## config.mk

```make
export PLATFORM = sky130hd
export DESIGN_NAME = bsc_branch_skip_call_unit
export DESIGN_NICKNAME = d
export VERILOG_FILES = /design/src/verilog/bsc_pkg.sv /design/src/verilog/bsc_cond_if.sv /design/src/verilog/bsc_cond_eval.sv /design/src/verilog/bsc_branch_skip_call_unit.sv
export SDC_FILE = /design/constraint.sdc
export NUM_CORES = 1
export LEC_CHECK = 0
export CORE_MARGIN = 4
export CORE_UTILIZATION = 40
export CTS_BUF_LIST = sky130_fd_sc_hd__clkbuf_8 sky130_fd_sc_hd__clkbuf_16
export DETAILED_ROUTE_END_ITERATION = 8
export DONT_BUFFER_PORTS = 1
export HOLD_SLACK_MARGIN = 0.1
export SETUP_SLACK_MARGIN = 0.02
export SLEW_MARGIN = 30
export SYNTH_ARGS = -nofsm -noshare
export SYNTH_HDL_FRONTEND = slang
export SYNTH_SLANG_ARGS = --single-unit
```

## constraint.sdc

```tcl
create_clock -name clk_sys_i -period 11.1 [get_ports clk_sys_i]
set_input_delay 0.555 -clock clk_sys_i [delete_from_list [all_inputs] [get_ports clk_sys_i]]
set_output_delay 0.555 -clock clk_sys_i [all_outputs]
set_load 0.01 [all_outputs]
```

## src/verilog/bsc_pkg.sv

```systemverilog
// Shared constants, types and helpers for the branch, skip and call unit.
// Assumes an upstream decoder that classifies each instruction.
package bsc_pkg;

    // ------------------------------------------------------------------
    // Widths
    // ------------------------------------------------------------------
    localparam int PC_W = 22; // Program counter width.

    // ------------------------------------------------------------------
    // Operation codes and sequencer states
    // ------------------------------------------------------------------
    typedef enum logic [4:0] {
        OP_NONE                    = 5'b00000,
        OP_EXTENDED_INDIRECT_CALL  = 5'b00001,
        OP_COMPARE_SKIP_EQUAL      = 5'b00010,
        OP_SKIP_REG_BIT_CLEAR      = 5'b00011,
        OP_SKIP_REG_BIT_SET        = 5'b00100,
        OP_SKIP_IO_BIT_CLEAR       = 5'b00101,
        OP_SKIP_IO_BIT_SET         = 5'b00110,
        OP_BRANCH_STATUS_BIT_SET   = 5'b00111,
        OP_BRANCH_STATUS_BIT_CLEAR = 5'b01000,
        OP_BRANCH_SIGNED_GE        = 5'b01001,
        OP_BRANCH_SIGNED_LT        = 5'b01010,
        OP_BRANCH_HALF_CARRY_SET   = 5'b01011,
        OP_BRANCH_HALF_CARRY_CLEAR = 5'b01100,
        OP_BRANCH_OVERFLOW_SET     = 5'b01101,
        OP_BRANCH_OVERFLOW_CLEAR   = 5'b01110,
        OP_BRANCH_CARRY_CLEAR      = 5'b01111,
        OP_BRANCH_CARRY_SET        = 5'b10000,
        OP_BRANCH_UNSIGNED_GE      = 5'b10001,
        OP_BRANCH_UNSIGNED_LT      = 5'b10010,
        OP_BRANCH_TRANSFER_FLAG_SET   = 5'b10011,
        OP_BRANCH_TRANSFER_FLAG_CLEAR = 5'b10100,
        OP_LOAD_DIRECT             = 5'b10101
    } bsc_op_t;

    typedef enum logic [1:0] {
        ST_IDLE    = 2'b00,
        ST_IO_WAIT = 2'b01,
        ST_EXEC    = 2'b10
    } bsc_state_t;

    // ------------------------------------------------------------------
    // Status flag positions in the status_flags_register
    // ------------------------------------------------------------------
    localparam logic [2:0] FLAG_C = 3'h0; // Carry.
    localparam logic [2:0] FLAG_N = 3'h2; // Negative.
    localparam logic [2:0] FLAG_V = 3'h3; // Overflow.
    localparam logic [2:0] FLAG_H = 3'h5; // Half carry.
    localparam logic [2:0] FLAG_T = 3'h6; // Bit transfer.

    // ------------------------------------------------------------------
    // Cycle counts, program counter steps and reset values
    // ------------------------------------------------------------------
    localparam logic [2:0] CYC_ZERO  = 3'h0;
    localparam logic [2:0] CYC_ONE   = 3'h1;
    localparam logic [2:0] CYC_TWO   = 3'h2;
    localparam logic [2:0] CYC_THREE = 3'h3;
    localparam logic [PC_W-1:0] PC_ZERO     = 22'h0;
    localparam logic [PC_W-1:0] PC_STEP     = 22'h1;
    localparam logic [PC_W-1:0] PC_STEP_TWO = 22'h2;

    // Adds two program counter values, wrapping at the counter width.
    function automatic logic [PC_W-1:0] bsc_pc_add(
        input logic [PC_W-1:0] a,
        input logic [PC_W-1:0] b);
        return a + b;
    endfunction

    // Sign-extends a 7-bit relative branch offset to counter width.
    function automatic logic [PC_W-1:0] bsc_sext_k(input logic [6:0] k);
        return {{15{k[6]}}, k};
    endfunction

endpackage

```

## src/verilog/bsc_cond_if.sv

```systemverilog
// Interface between the sequencer and the condition evaluator.
// Assumes both ends run on the same clock and share the package.
`timescale 1ns/10ps
interface bsc_cond_if;
    import bsc_pkg::*;
    bsc_op_t    op;      // Operation under test.
    logic [7:0] flags;   // Current status flags.
    logic [7:0] rd_val;  // First register operand.
    logic [7:0] rr_val;  // Second register operand.
    logic [2:0] bit_sel; // Bit or flag selector.
    logic [7:0] io_val;  // Byte read from the I/O location.
    logic       take;    // Branch or skip condition holds.

    modport core (output op, flags, rd_val, rr_val, bit_sel, io_val,
                  input take);
    modport eval (input op, flags, rd_val, rr_val, bit_sel, io_val,
                  output take);
endinterface

```

## src/verilog/bsc_cond_eval.sv

```systemverilog
// Condition evaluator: decides whether a branch or skip is taken.
// Assumes purely combinational use inside the sequencer's cycle.
`timescale 1ns/10ps
module bsc_cond_eval (
    // Operands in, decision out.
    bsc_cond_if.eval cif
);
    import bsc_pkg::*;

    // ------------------------------------------------------------------
    // Selected bits
    // ------------------------------------------------------------------
    logic reg_bit_w;  // Chosen bit of the register operand.
    logic io_bit_w;   // Chosen bit of the I/O byte.
    logic flag_bit_w; // Chosen status flag.
    logic n_x_v_w;    // Signed less-than indicator.

    assign reg_bit_w  = cif.rr_val[cif.bit_sel];
    assign io_bit_w   = cif.io_val[cif.bit_sel];
    assign flag_bit_w = cif.flags[cif.bit_sel];
    assign n_x_v_w    = cif.flags[FLAG_N] ^ cif.flags[FLAG_V];

    // ------------------------------------------------------------------
    // Decision per operation
    // ------------------------------------------------------------------
    // Unknown operations never branch or skip.
    always_comb begin
        cif.take = 1'b0;
        case (cif.op)
            OP_COMPARE_SKIP_EQUAL: begin
                cif.take = (cif.rd_val == cif.rr_val);
            end
            OP_SKIP_REG_BIT_CLEAR:  cif.take = !reg_bit_w;
            OP_SKIP_REG_BIT_SET:    cif.take = reg_bit_w;
            OP_SKIP_IO_BIT_CLEAR:   cif.take = !io_bit_w;
            OP_SKIP_IO_BIT_SET:     cif.take = io_bit_w;
            OP_BRANCH_STATUS_BIT_SET:   cif.take = flag_bit_w;
            OP_BRANCH_STATUS_BIT_CLEAR: cif.take = !flag_bit_w;
            OP_BRANCH_SIGNED_GE:    cif.take = !n_x_v_w;
            OP_BRANCH_SIGNED_LT:    cif.take = n_x_v_w;
            OP_BRANCH_HALF_CARRY_SET:   cif.take = cif.flags[FLAG_H];
            OP_BRANCH_HALF_CARRY_CLEAR: cif.take = !cif.flags[FLAG_H];
            OP_BRANCH_OVERFLOW_SET:   cif.take = cif.flags[FLAG_V];
            OP_BRANCH_OVERFLOW_CLEAR: cif.take = !cif.flags[FLAG_V];
            OP_BRANCH_CARRY_CLEAR:  cif.take = !cif.flags[FLAG_C];
            OP_BRANCH_CARRY_SET:    cif.take = cif.flags[FLAG_C];
            OP_BRANCH_UNSIGNED_GE:  cif.take = !cif.flags[FLAG_C];
            OP_BRANCH_UNSIGNED_LT:  cif.take = cif.flags[FLAG_C];
            OP_BRANCH_TRANSFER_FLAG_SET: begin
                cif.take = cif.flags[FLAG_T];
            end
            OP_BRANCH_TRANSFER_FLAG_CLEAR: begin
                cif.take = !cif.flags[FLAG_T];
            end
            default: cif.take = 1'b0;
        endcase
    end

endmodule

```

## src/verilog/bsc_branch_skip_call_unit.sv

```systemverilog
// Sequencer for calls, skips, branches and the direct load.
// Assumes a decoder that presents one operation with its operands.
//
// Contract
// - Extended call jumps to high bits and Z.
// - Equal registers skip next instruction, no flags.
// - Register bit skip on clear or set.
// - I/O bit skip takes two to four cycles.
// - Branch when chosen status flag is one.
// - Branch when chosen status flag is zero.
// - Signed branches use negative XOR overflow.
// - Half carry branches on set or clear.
// - Overflow branches on set or clear.
// - Carry branches on clear or set.
// - Unsigned branches alias the carry branches.
// - Transfer flag branches on set or clear.
// - Direct load copies data byte in two cycles.
`timescale 1ns/10ps
module bsc_branch_skip_call_unit (
    // Clock, reset and enable.
    input  logic                       clk_sys_i,
    input  logic                       arst_n_i,
    input  logic                       ce_i,
    // Decoded operation.
    input  logic                       issue_i,
    input  bsc_pkg::bsc_op_t           op_i,
    input  logic [bsc_pkg::PC_W-1:0]   pc_i,
    input  logic [7:0]                 rd_val_i,
    input  logic [7:0]                 rr_val_i,
    input  logic [4:0]                 dest_i,
    input  logic [2:0]                 bit_sel_i,
    input  logic [6:0]                 k_off_i,
    input  logic                       two_word_next_i,
    input  logic [15:0]                z_ptr_i,
    input  logic [5:0]                 ext_high_i,
    input  logic [7:0]                 flags_i,
    input  logic [15:0]                load_addr_i,
    input  logic [4:0]                 io_addr_i,
    // I/O space read.
    output logic                       io_rd_o,
    output logic [4:0]                 io_addr_o,
    input  logic [7:0]                 io_rdata_i,
    // Data space read.
    output logic                       data_rd_o,
    output logic [15:0]                data_addr_o,
    input  logic [7:0]                 data_rdata_i,
    // Results.
    output logic                       busy_o,
    output logic                       done_o,
    output logic [bsc_pkg::PC_W-1:0]   pc_next_o,
    output logic                       push_o,
    output logic [bsc_pkg::PC_W-1:0]   ret_addr_o,
    output logic                       reg_we_o,
    output logic [4:0]                 reg_waddr_o,
    output logic [7:0]                 reg_wdata_o
);
    import bsc_pkg::*;

    // ------------------------------------------------------------------
    // State and held operands
    // ------------------------------------------------------------------
    bsc_state_t      state_q;   // Sequencer state.
    logic [2:0]      cnt_q;     // Cycles left in execution.
    bsc_op_t         op_q;      // Operation in flight.
    logic [PC_W-1:0] pc_q;      // Counter of the operation in flight.
    logic [2:0]      bit_q;     // Held bit selector for the I/O test.
    logic            two_q;     // Held length of the next instruction.
    logic [PC_W-1:0] pcn_q;     // New program counter.
    logic [PC_W-1:0] ret_q;     // Return address for the call.
    logic            busy_q;    // Operation in flight.
    logic            done_q;    // Completion pulse.
    logic            push_q;    // Return address push pulse.
    logic            io_rd_q;   // I/O read strobe.
    logic [4:0]      io_addr_q; // I/O read address.
    logic            data_rd_q; // Data read strobe.
    logic [15:0]     data_addr_q; // Data read address.
    logic            we_q;      // Register write pulse.
    logic [4:0]      waddr_q;   // Register write index.
    logic [7:0]      wdata_q;   // Register write byte.

    bsc_cond_if cif ();

    // Condition evaluator shared by issue and the I/O wait.
    bsc_cond_eval u_cond (
        .cif (cif)
    );

    // ------------------------------------------------------------------
    // Decode and next values
    // ------------------------------------------------------------------
    logic            go_w;       // Operation accepted this cycle.
    logic            wait_w;     // Waiting for the I/O byte.
    logic            fin_w;      // Last execution cycle.
    logic            is_io_w;    // I/O bit skip.
    logic            is_call_w;  // Extended indirect call.
    logic            is_load_w;  // Direct load.
    logic            is_skip_w;  // Register compare or bit skip.
    logic            two_b_w;    // Length of the instruction to skip.
    logic [PC_W-1:0] pc_b_w;     // Base counter for skips.
    logic [PC_W-1:0] skip_w;     // Words skipped.
    logic [PC_W-1:0] pc_skip_w;  // Counter after a skip test.
    logic [2:0]      cyc_skip_w; // Cycles of a skip test.
    logic [PC_W-1:0] pc_seq_w;   // Next sequential counter.
    logic [PC_W-1:0] pc_br_w;    // Counter after a branch test.
    logic [2:0]      cyc_br_w;   // Cycles of a branch test.
    logic [PC_W-1:0] pc_iss_w;   // Counter chosen at issue.
    logic [2:0]      cyc_iss_w;  // Cycles chosen at issue.

    assign go_w   = issue_i && (state_q == ST_IDLE) && (op_i != OP_NONE);
    assign wait_w = (state_q == ST_IO_WAIT);
    assign fin_w  = (state_q == ST_EXEC) && (cnt_q == CYC_ONE);

    assign is_io_w   = (op_i == OP_SKIP_IO_BIT_CLEAR) ||
                       (op_i == OP_SKIP_IO_BIT_SET);
    assign is_call_w = (op_i == OP_EXTENDED_INDIRECT_CALL);
    assign is_load_w = (op_i == OP_LOAD_DIRECT);
    assign is_skip_w = (op_i == OP_COMPARE_SKIP_EQUAL) ||
                       (op_i == OP_SKIP_REG_BIT_CLEAR) ||
                       (op_i == OP_SKIP_REG_BIT_SET);

    // The I/O test replays the held operation one cycle later.
    assign cif.op      = wait_w ? op_q : op_i;
    assign cif.flags   = flags_i;
    assign cif.rd_val  = rd_val_i;
    assign cif.rr_val  = rr_val_i;
    assign cif.bit_sel = wait_w ? bit_q : bit_sel_i;
    assign cif.io_val  = io_rdata_i;

    // A taken skip passes over one or two words.
    assign two_b_w    = wait_w ? two_q : two_word_next_i;
    assign pc_b_w     = wait_w ? pc_q : pc_i;
    assign skip_w     = !cif.take ? PC_ZERO :
                        (two_b_w ? PC_STEP_TWO : PC_STEP);
    assign pc_skip_w  = bsc_pc_add(pc_b_w, bsc_pc_add(skip_w, PC_STEP));
    assign cyc_skip_w = !cif.take ? CYC_ONE :
                        (two_b_w ? CYC_THREE : CYC_TWO);

    // Branches add the signed offset to the incremented counter.
    assign pc_seq_w = bsc_pc_add(pc_i, PC_STEP);
    assign pc_br_w  = cif.take ?
                      bsc_pc_add(pc_seq_w, bsc_sext_k(k_off_i)) :
                      pc_seq_w;
    assign cyc_br_w = cif.take ? CYC_TWO : CYC_ONE;

    // Pick the counter and the cycle count by operation class.
    assign pc_iss_w  = is_call_w ? {ext_high_i, z_ptr_i} :
                       is_load_w ? bsc_pc_add(pc_i, PC_STEP_TWO) :
                       is_skip_w ? pc_skip_w : pc_br_w;
    assign cyc_iss_w = is_call_w ? CYC_THREE :
                       is_load_w ? CYC_TWO :
                       is_skip_w ? cyc_skip_w : cyc_br_w;

    // ------------------------------------------------------------------
    // Sequencer
    // ------------------------------------------------------------------
    // Counts down the cycles of the operation in flight.
    always_ff @(posedge clk_sys_i or negedge arst_n_i) begin
        if (!arst_n_i) begin
            state_q <= ST_IDLE;
            cnt_q   <= CYC_ZERO;
        end else if (ce_i) begin
            case (state_q)
                ST_IDLE: if (go_w) begin
                    state_q <= is_io_w ? ST_IO_WAIT : ST_EXEC;
                    cnt_q   <= cyc_iss_w;
                end
                // The I/O byte arrives now; the skip length is known.
                ST_IO_WAIT: begin
                    state_q <= ST_EXEC;
                    cnt_q   <= cyc_skip_w;
                end
                ST_EXEC: if (fin_w) begin
                    state_q <= ST_IDLE;
                end else begin
                    cnt_q <= cnt_q - CYC_ONE;
                end
                default: state_q <= ST_IDLE;
            endcase
        end
    end

    // Holds the operands and the new counter of the operation.
    always_ff @(posedge clk_sys_i or negedge arst_n_i) begin
        if (!arst_n_i) begin
            op_q        <= OP_NONE;
            pc_q        <= PC_ZERO;
            bit_q       <= 3'h0;
            two_q       <= 1'b0;
            pcn_q       <= PC_ZERO;
            ret_q       <= PC_ZERO;
            io_addr_q   <= 5'h0;
            data_addr_q <= 16'h0;
            waddr_q     <= 5'h0;
        end else if (ce_i && go_w) begin
            op_q        <= op_i;
            pc_q        <= pc_i;
            bit_q       <= bit_sel_i;
            two_q       <= two_word_next_i;
            pcn_q       <= pc_iss_w;
            ret_q       <= pc_seq_w;
            io_addr_q   <= io_addr_i;
            data_addr_q <= load_addr_i;
            waddr_q     <= dest_i;
        end else if (ce_i && wait_w) begin
            pcn_q <= pc_skip_w;
        end
    end

    // Strobes, completion and the loaded byte; flags are never written.
    always_ff @(posedge clk_sys_i or negedge arst_n_i) begin
        if (!arst_n_i) begin
            busy_q    <= 1'b0;
            done_q    <= 1'b0;
            push_q    <= 1'b0;
            io_rd_q   <= 1'b0;
            data_rd_q <= 1'b0;
            we_q      <= 1'b0;
            wdata_q   <= 8'h0;
        end else if (ce_i) begin
            busy_q    <= go_w || (busy_q && !fin_w);
            done_q    <= fin_w;
            push_q    <= fin_w && (op_q == OP_EXTENDED_INDIRECT_CALL);
            io_rd_q   <= go_w && is_io_w;
            data_rd_q <= go_w && is_load_w;
            we_q      <= fin_w && (op_q == OP_LOAD_DIRECT);
            if (data_rd_q) begin
                wdata_q <= data_rdata_i;
            end
        end
    end

    // ------------------------------------------------------------------
    // Outputs
    // ------------------------------------------------------------------
    assign busy_o      = busy_q;
    assign done_o      = done_q;
    assign pc_next_o   = pcn_q;
    assign push_o      = push_q;
    assign ret_addr_o  = ret_q;
    assign io_rd_o     = io_rd_q;
    assign io_addr_o   = io_addr_q;
    assign data_rd_o   = data_rd_q;
    assign data_addr_o = data_addr_q;
    assign reg_we_o    = we_q;
    assign reg_waddr_o = waddr_q;
    assign reg_wdata_o = wdata_q;

    // ------------------------------------------------------------------
    // Assertions
    // ------------------------------------------------------------------
    ext_call_target_a: assert property (@(posedge clk_sys_i)
        disable iff (!arst_n_i || !ce_i)
        go_w && is_call_w |-> ##1 !done_o [*3] ##1 done_o && push_o &&
        pc_next_o == {$past(ext_high_i, 4), $past(z_ptr_i, 4)})
        else $error("Extended call target or timing wrong.");

    cmp_skip_a: assert property (@(posedge clk_sys_i)
        disable iff (!arst_n_i || !ce_i)
        go_w && op_i == OP_COMPARE_SKIP_EQUAL && rd_val_i == rr_val_i &&
        !two_word_next_i |-> ##1 !done_o [*2] ##1 done_o &&
        pc_next_o == $past(pc_i, 3) + PC_STEP_TWO)
        else $error("Equal compare did not skip one word.");

    regbit_skip_a: assert property (@(posedge clk_sys_i)
        disable iff (!arst_n_i || !ce_i)
        go_w && op_i == OP_SKIP_REG_BIT_SET && rr_val_i[bit_sel_i] &&
        two_word_next_i |-> ##4 done_o &&
        pc_next_o == $past(pc_i, 4) + 22'h3)
        else $error("Set bit did not skip two words.");

    iobit_time_a: assert property (@(posedge clk_sys_i)
        disable iff (!arst_n_i || !ce_i)
        go_w && is_io_w |-> ##1 io_rd_o && !done_o ##[2:4] done_o)
        else $error("I/O skip timing outside two to four.");

    flag_set_branch_a: assert property (@(posedge clk_sys_i)
        disable iff (!arst_n_i || !ce_i)
        go_w && op_i == OP_BRANCH_STATUS_BIT_SET && flags_i[bit_sel_i]
        |-> ##3 done_o && pc_next_o == $past(pc_i, 3) + PC_STEP +
        bsc_sext_k($past(k_off_i, 3)))
        else $error("Taken status branch wrong.");

    flag_clear_seq_a: assert property (@(posedge clk_sys_i)
        disable iff (!arst_n_i || !ce_i)
        go_w && op_i == OP_BRANCH_STATUS_BIT_CLEAR && flags_i[bit_sel_i]
        |-> ##2 done_o && pc_next_o == $past(pc_i, 2) + PC_STEP)
        else $error("Untaken status branch wrong.");

    signed_ge_a: assert property (@(posedge clk_sys_i)
        disable iff (!arst_n_i || !ce_i)
        go_w && op_i == OP_BRANCH_SIGNED_GE &&
        (flags_i[FLAG_N] ^ flags_i[FLAG_V]) |-> ##2 done_o)
        else $error("Signed branch taken when less.");

    unsigned_alias_a: assert property (@(posedge clk_sys_i)
        disable iff (!arst_n_i || !ce_i)
        go_w && op_i == OP_BRANCH_UNSIGNED_GE && !flags_i[FLAG_C]
        |-> ##1 !done_o [*2] ##1 done_o)
        else $error("Unsigned branch not taken on clear carry.");

    back_branch_a: assert property (@(posedge clk_sys_i)
        disable iff (!arst_n_i || !ce_i)
        go_w && op_i == OP_BRANCH_CARRY_SET && flags_i[FLAG_C] &&
        k_off_i == 7'h7e |-> ##2 pc_next_o == $past(pc_i, 2) - PC_STEP)
        else $error("Backward branch offset not signed.");

    direct_load_a: assert property (@(posedge clk_sys_i)
        disable iff (!arst_n_i || !ce_i)
        go_w && is_load_w |-> ##1 data_rd_o &&
        data_addr_o == $past(load_addr_i) ##2 done_o && reg_we_o &&
        reg_wdata_o == $past(data_rdata_i, 2))
        else $error("Direct load byte or timing wrong.");

endmodule

```

==> flow_metrics.tcl, run 1 <==
set metrics [dict create \
    outcome "finished, final reports clean" \
    cts_tree "done" \
    fin_util_pct 44.1 \
    drt_iter0_markers 708 \
    clockRootBuffer "clkbuf_16" \
    max_freq_ghz 0.164 \
    gp_congestion 0.951 \
    fin_skew_ns 0.00818 \
    htreeDepth 4 \
    syn-cell-area_sq_um 9130 \
    grt-ovfl-total 0 \
    power_density_nw_per_um2 210 \
    syn_avg_cell_area_sq_um 7.90 \
    crit_fanout 66 \
    grt_max_degree 121 \
    hpwl_mm 21.7 \
    finalSetupViolCount 0 \
    io_buffers 0 \
    clkPwrFrac_pct 30.1 \
    maxCapViolCount 0 \
    post-route-period-util_pct 54.8 \
    antenna_found_initial 4 \
    grt_pass1_wl_mm 46.7 \
    clock_sinks 120 \
    instances_no_fill 1414 \
    io-pin-count 214 \
    tightest_slew_ns 0.889 \
    yosysSeqAreaShare_pct 32.9 \
    clk_pin_slew_worst_paths_ns 0.06 \
    synthDistinctLibCells 73 \
    layout_common_cells "nand2_1, dfrtp_1, nor2_1, o21ai_0, a21oi_1" \
    layout_commonest_cell "nand2_1" \
    area_growth_pct 9.03 \
    finalHoldViolCount 0 \
    hold_class "primary input to async pin" \
    globalRouteTotalUtil_pct 23.1 \
    synthTopCellsByArea "dfrtp_1, nand2_1, xor2_1" \
    synth_top_area_share_pct 32.9 \
    switching_share_pct 39.0 \
    rsz0062_at_grt "no" \
    cp.arrival_ns 6.42 \
    cp-end-kind "flip-flop" \
    post_cts_resized 0 \
    synth_ff_type "dfrtp_1" \
    initial_core_util_pct 40.5 \
    start_kind "flip-flop" \
    core_sq_um 22600 \
    worstSkewPairLatency_ns 0.43 \
    synth_edf_count 0 \
    dr_total_vias 8238 \
    p_leak_uw 0.00435 \
    drv_slew 0 \
    p_int_uw 1280 \
    slew_headroom_pct 40.7 \
    nets 1277 \
    ys_warn_count 0 \
    fin_hold_ws_ns 0.0753 \
    synth_async_sr_flop_share_pct 100 \
    drc 0 \
    p_switching_uw 816 \
    syn-num-nets 1318 \
    die_w_um 159 \
    die_y_um 159 \
    ant_nets 0 \
    vdd_drop_max_v 0.000107 \
    yosys.area.top_type "dfrtp_1" \
    routedWlPerCell_um 21.0 \
    cts-buffers-inserted 17 \
    seqPwrFrac_pct 42.8 \
    tns_ns 0 \
    wl_mm 29.7 \
    dp.cells 1380 \
    drive_gt1_share_pct 6.91 \
    synthCells 1156 \
    rows 55 \
    nFillCells 2277 \
    p_total_uw 2090 \
    floorplan.die_area_sq_um 25300 \
    combPwrFrac_pct 27.1 \
    worst_ep_required_time_ns 11.44 \
    min_period_ns 6.09 \
    firstDrtPassIters 5 \
    grt_pass1_vias 8027 \
    critPathKind "flip-flop to flip-flop" \
    ys_seq_elements 120 \
    clockBufferDepth 2 \
    avgViaCountPerCell 5.83 \
    cts_post_setup_buffers_inserted 0 \
]
[metrics by stage]
step / area (sq um) / worst slack [ns]
after detailed placement: 9280 / 5.11
after global placement: 9270 / 5.27
after floorplan: 9130 / 6.39
after global routing: 9960 / 4.44
after CTS: 9950 / 5.09
final: 9960 / 5.01
[cells in the mapped netlist, types with 4 or more instances]
cell type / n
o22ai_1: 9
nor2_1: 78
inv_1: 27
nand3_1: 35
a22oi_1: 10
o21a_1: 4
and2_1: 7
a221oi_1: 12
nand3b_1: 9
mux2_2: 21
o31ai_1: 8
and3_1: 13
nand2b_1: 15
or3_1: 4
xnor2_1: 44
o32ai_1: 4
nor4_1: 5
xor2_1: 50
nand4_1: 13
a21o_1: 20
a31oi_1: 4
o21ai_0: 57
a211oi_1: 10
ha_1: 30
nor3_1: 10
nand2_1: 306
mux2i_1: 32
o221ai_1: 9
o211ai_1: 6
dfrtp_1: 120
buf_1: 4
clkbuf_1: 51
a21oi_1: 54
buf_2: 7
nor2b_1: 7
[worst paths after layout]
kind / end / depth (start not counted) / from / slack, ns
max in group asynchronous: pc_q[8] / 1 / arst_n_i / 10.50
setup reg to reg: pc_next_o[18] / 21 / state_q[1] / 5.01
hold reg to reg: cnt_q[1] / 1 / cnt_q[1] / 0.48
min in group clk_sys_i: pc_next_o[17] / 1 / ce_i / 0.21
setup / recovery: pc_next_o[18] / 21 / state_q[1] / 5.01
hold / removal: io_addr_o[0] / 1 / arst_n_i / 0.08
[cell type report]
| cell class | instances | area, sq um | area share, % |
|---|---|---|---|
| multi-input combinational | 941 | 5760 | 57.9 |
| sequential | 120 | 3000 | 30.2 |
| clock buffer | 17 | 425 | 4.27 |
| tap | 285 | 357 | 3.58 |
| clock inverter | 15 | 225 | 2.26 |
| inverter | 27 | 101 | 1.02 |
| timing repair buffer | 8 | 80.1 | 0.804 |
| antenna | 1 | 2.50 | 0.0251 |
[flip-flops by register name, indices dropped and copies added, names as in the netlist]
register / flops
bit_q: 3
busy_o: 1
cnt_q: 3
data_addr_o: 16
data_rd_o: 1
done_o: 1
io_addr_o: 5
io_rd_o: 1
op_q: 5
pc_next_o: 22
pc_q: 22
push_o: 1
reg_waddr_o: 5
reg_wdata_o: 8
reg_we_o: 1
ret_addr_o: 22
state_q: 2
two_q: 1
[critical path, stage by stage, from the launching register on]
cell,delay (ns)
dfrtp_1,0.38
inv_1,0.10
ha_2,0.36
buf_4,0.69
mux2_2,0.44
a21oi_1,0.13
nand2_1,0.09
a2111oi_0,0.56
nor2_1,0.21
nand2_4,0.36
nand2_1,0.12
ha_1,0.24
fa_1,0.42
a211oi_1,0.55
nand2_1,0.28
nor2_1,0.26
nand2_1,0.10
xnor2_1,0.16
nor2_1,0.07
a21oi_1,0.15
o22ai_1,0.10
a22oi_1,0.21
[logic make-up after synthesis]
logic type | share of synthesized area, %
AO/OA/AOI/OAI | 17.8
XOR/XNOR | 9.01
adder cells (fa/ha/maj) | 4.55
buffers and inverters | 4.37
flip-flops | 32.9
multiplexers | 6.81
AND/OR/NAND/NOR | 24.6
[routing by layer]
metal / track usage (%) / wire length, um
met1: 27.9 / 11700
met3: 7.20 / 2660
met2: 38.6 / 14300
met5: 0 / 36
met4: 8.80 / 1060
[repair_timing]
item                                    CTS  global route
hold buffers                              1             0
endpoints found under the setup margin    0             0
endpoints found under the hold margin   120             0
[power by group through the flow]
stage | Sequential [uW] | Clock (uW) | Combinational (uW)
3_3_place_gp | 902 | 0 | 543
6_report | 896 | 630 | 568
2_1_floorplan | 822 | 0 | 462
5_1_grt | 918 | 660 | 650
3_5_place_dp | 904 | 0 | 554
4_1_cts | 898 | 639 | 568
Note: power is estimated with default switching activity, not from simulation.
==> inputs of run 2 (changes only) <==
--- a/config.mk
+++ b/config.mk
@@ -5,6 +5,7 @@
 export SDC_FILE = /design/constraint.sdc
 export NUM_CORES = 1
 export LEC_CHECK = 0
+export ABC_AREA = 1
 export CORE_MARGIN = 4
 export CORE_UTILIZATION = 40
 export CTS_BUF_LIST = sky130_fd_sc_hd__clkbuf_8 sky130_fd_sc_hd__clkbuf_16
==> constraint.sdc (replaced) <==
create_clock -name clk_sys_i -period 5.01 [get_ports clk_sys_i]
set_input_delay 0.2505 -clock clk_sys_i [delete_from_list [all_inputs] [get_ports clk_sys_i]]
set_output_delay 0.2505 -clock clk_sys_i [all_outputs]
set_load 0.01 [all_outputs]
==> run 2 against run 1 <==
Against the previous run:
- combinational power rose to 2.9 times the previous value
- synthesized cell count up 32%
- synthesized area up 6.8%
- total power up 130%
- die area up 6.5%
- maximum frequency up 39%
- final cell count up 36%
- clock power up 95%
- global-route usage up 2.3 points
- utilization up 3.9 points
- worst hold slack better by 0.042 ns
- critical path type unchanged
- critical endpoint is now pc_next_o[15]
- highest routed layer is now met4
==> flow_metrics.tcl, run 2 <==
set metrics [dict create \
    antenna_found_initial 0 \
    synth_top_area_share_pct 30.8 \
    cp.arrival_ns 4.69 \
    floorplan.die_area_sq_um 27000 \
    clock_sinks 120 \
    instances_no_fill 1919 \
    cts-buffers-inserted 17 \
    cts_tree "done" \
    io-pin-count 214 \
    area_growth_pct 16.9 \
    stdcell_area_sq_um 11400 \
    cp_num_buf_inv 5 \
    die_w_um 164 \
    grt-ovfl-total 0 \
    fin_util_pct 48.0 \
    start_kind "flip-flop" \
    wl_mm 34.4 \
    min_to "pc_q[6]" \
    reg2reg_slack_ns 0.63 \
    rsz0062_at_grt "no" \
    drt_iter0_markers 916 \
    tns_ns 0 \
    ant_nets 0 \
    layout_common_cells "nand2_1, inv_1, dfrtp_1, o21ai_0, nor2_1" \
    synth_async_sr_flop_share_pct 100 \
    syn_avg_cell_area_sq_um 6.39 \
    slew_headroom_pct 39.4 \
    synth_top_family_by_area "simple AND/OR/NAND/NOR gates" \
    worstSkewPairLatency_ns 0.43 \
    drive_gt1_share_pct 6.50 \
    cp_top_family "simple AND/OR/NAND/NOR gates" \
    critPathSlowestCell "dfrtp_1" \
    synth_xor_area_share_pct 4.76 \
    htreeDepth 4 \
    grt_max_degree 121 \
    hold_class "primary input to flip-flop" \
    crit_start "state_q[1]" \
    globalRouteTotalUtil_pct 25.4 \
    clockBufferDepth 2 \
    worst_ep_required_time_ns 5.33 \
    layout_commonest_cell "nand2_1" \
    io_buffers 0 \
    r2r_cells 31 \
    r2r-start "state_q[1]" \
    ys_seq_elements 120 \
    syn-cell-area_sq_um 9760 \
    tightest_slew_ns 0.908 \
    core_sq_um 23800 \
    synth.most_common_cell "nand2_1" \
    gp_congestion 0.975 \
    firstDrtPassIters 6 \
    synth_edf_count 0 \
    slowest_delay_ns 0.39 \
    die_y_um 164 \
    drc 0 \
    routedWlPerCell_um 17.9 \
    yosys.area.top_type "dfrtp_1" \
    yosysSeqAreaShare_pct 30.8 \
    dp.cells 1806 \
    diodes 0 \
    cp-end-kind "flip-flop" \
    fin_skew_ns 0.0164 \
    synth_common_cells "nand2_1, inv_1, dfrtp_1, nor2_1, o21ai_0" \
    synthDistinctLibCells 48 \
    outcome "finished, final reports clean" \
    min_period_ns 4.38 \
    finalHoldViolCount 0 \
    initial_core_util_pct 41.1 \
    critPathKind "flip-flop to flip-flop" \
    holdPathStages 2 \
    vdd_drop_max_v 0.000214 \
    synthCells 1526 \
    hp-start "pc_i[6]" \
    hpwl_mm 25.6 \
    rows 56 \
    crit_top_cell "nand2_1" \
    clk_pin_slew_worst_paths_ns 0.07 \
    r2r_end "pc_next_o[15]" \
    avgViaCountPerCell 5.20 \
    nets 1749 \
    dr_total_vias 9984 \
    syn-num-nets 1688 \
    synthMuxAreaShare_pct 0.923 \
    post-route-period-util_pct 87.4 \
    max_freq_ghz 0.228 \
    grt_pass1_vias 9495 \
    synthAdderAreaFrac_pct 4.26 \
    synthTopCellsByArea "dfrtp_1, nand2_1, inv_1" \
    grt_pass1_wl_mm 53.3 \
    ys_warn_count 0 \
    synth_compound_area_share_pct 13.0 \
    dpl-instance-area_sq_um 9980 \
    clockRootBuffer "clkbuf_16" \
    power_density_nw_per_um2 417 \
    finalSetupViolCount 0 \
    synth-simple-area-share_pct 35.8 \
    synth_ff_type "dfrtp_1" \
    p_leak_uw 0.00585 \
    crit_fanout 18 \
    drv_slew 0 \
    maxCapViolCount 0 \
    p_total_uw 4760 \
]
==> run 2: worst reg2reg max path: cells and delay by family, from the launching register on <==
| kind | cells | cell delay, ns |
|---|---|---|
| flops | 1 | 0.39 |
| simple gates | 21 | 2.42 |
| fa+ha+maj | 2 | 0.55 |
| xor+xnor | 1 | 0.16 |
| buf+inv | 5 | 0.43 |
| compound gates | 2 | 0.31 |
==> run 2: cell families after synthesis <==
logic type	Yosys count
fa+ha+maj	32
compound gates	226
flops	120
mux	8
buf+inv	249
xor+xnor	53
simple gates	838
==> run 2: layout make-up <==
cell class / instances / area (sq um)
clock inverters: 14 / 140
multi-input cells: 1157 / 5750
repair buffers: 94 / 926
clock buffers: 18 / 439
inverters: 197 / 747
fillers: 2428 / 12300
well taps: 319 / 399
flip-flops and latches: 120 / 3000
==> run 2: routing by layer <==
metal  global-route usage, %  part of all wire (%)
met5                       0                     0
met4                    7.66                   2.6
met3                    6.65                   8.7
met2                    39.7                    45
met1                    34.5                    44
==> run 2: worst max path at each step <==
stage                                to  slack, ns  cells past startpoint
after floorplan           pc_next_o[15]       1.38                     33
after global placement    pc_next_o[21]       0.67                     32
after detailed placement  pc_next_o[15]       0.53                     31
after CTS                 pc_next_o[15]       0.51                     31
after global routing      pc_next_o[21]       0.19                     32
final                     pc_next_o[15]       0.63                     31
==> run 2: repair_timing <==
item / 4_1_cts / 5_1_grt
endpoints found under the hold margin: 203 / 0
hold buffers: 81 / 0
gates resized for setup: 0 / 2
setup buffers: 0 / 0
setup endpoints to repair: 0 / 1
==> run 2: metrics by stage <==
| step | hold WS [ns] | setup slack [ns] |
|---|---|---|
| 2_1_floorplan | -0.0451 | 1.38 |
| 3_3_place_gp | -0.0422 | 0.675 |
| 3_5_place_dp | -0.0417 | 0.534 |
| 4_1_cts | 0.105 | 0.512 |
| 5_1_grt | 0.128 | 0.188 |
| 6_report | 0.117 | 0.631 |
==> run 2: report_power, final <==
part,internal [uW],switching [uW]
logic,572,1070
clock network,709,523
registers,1420,464
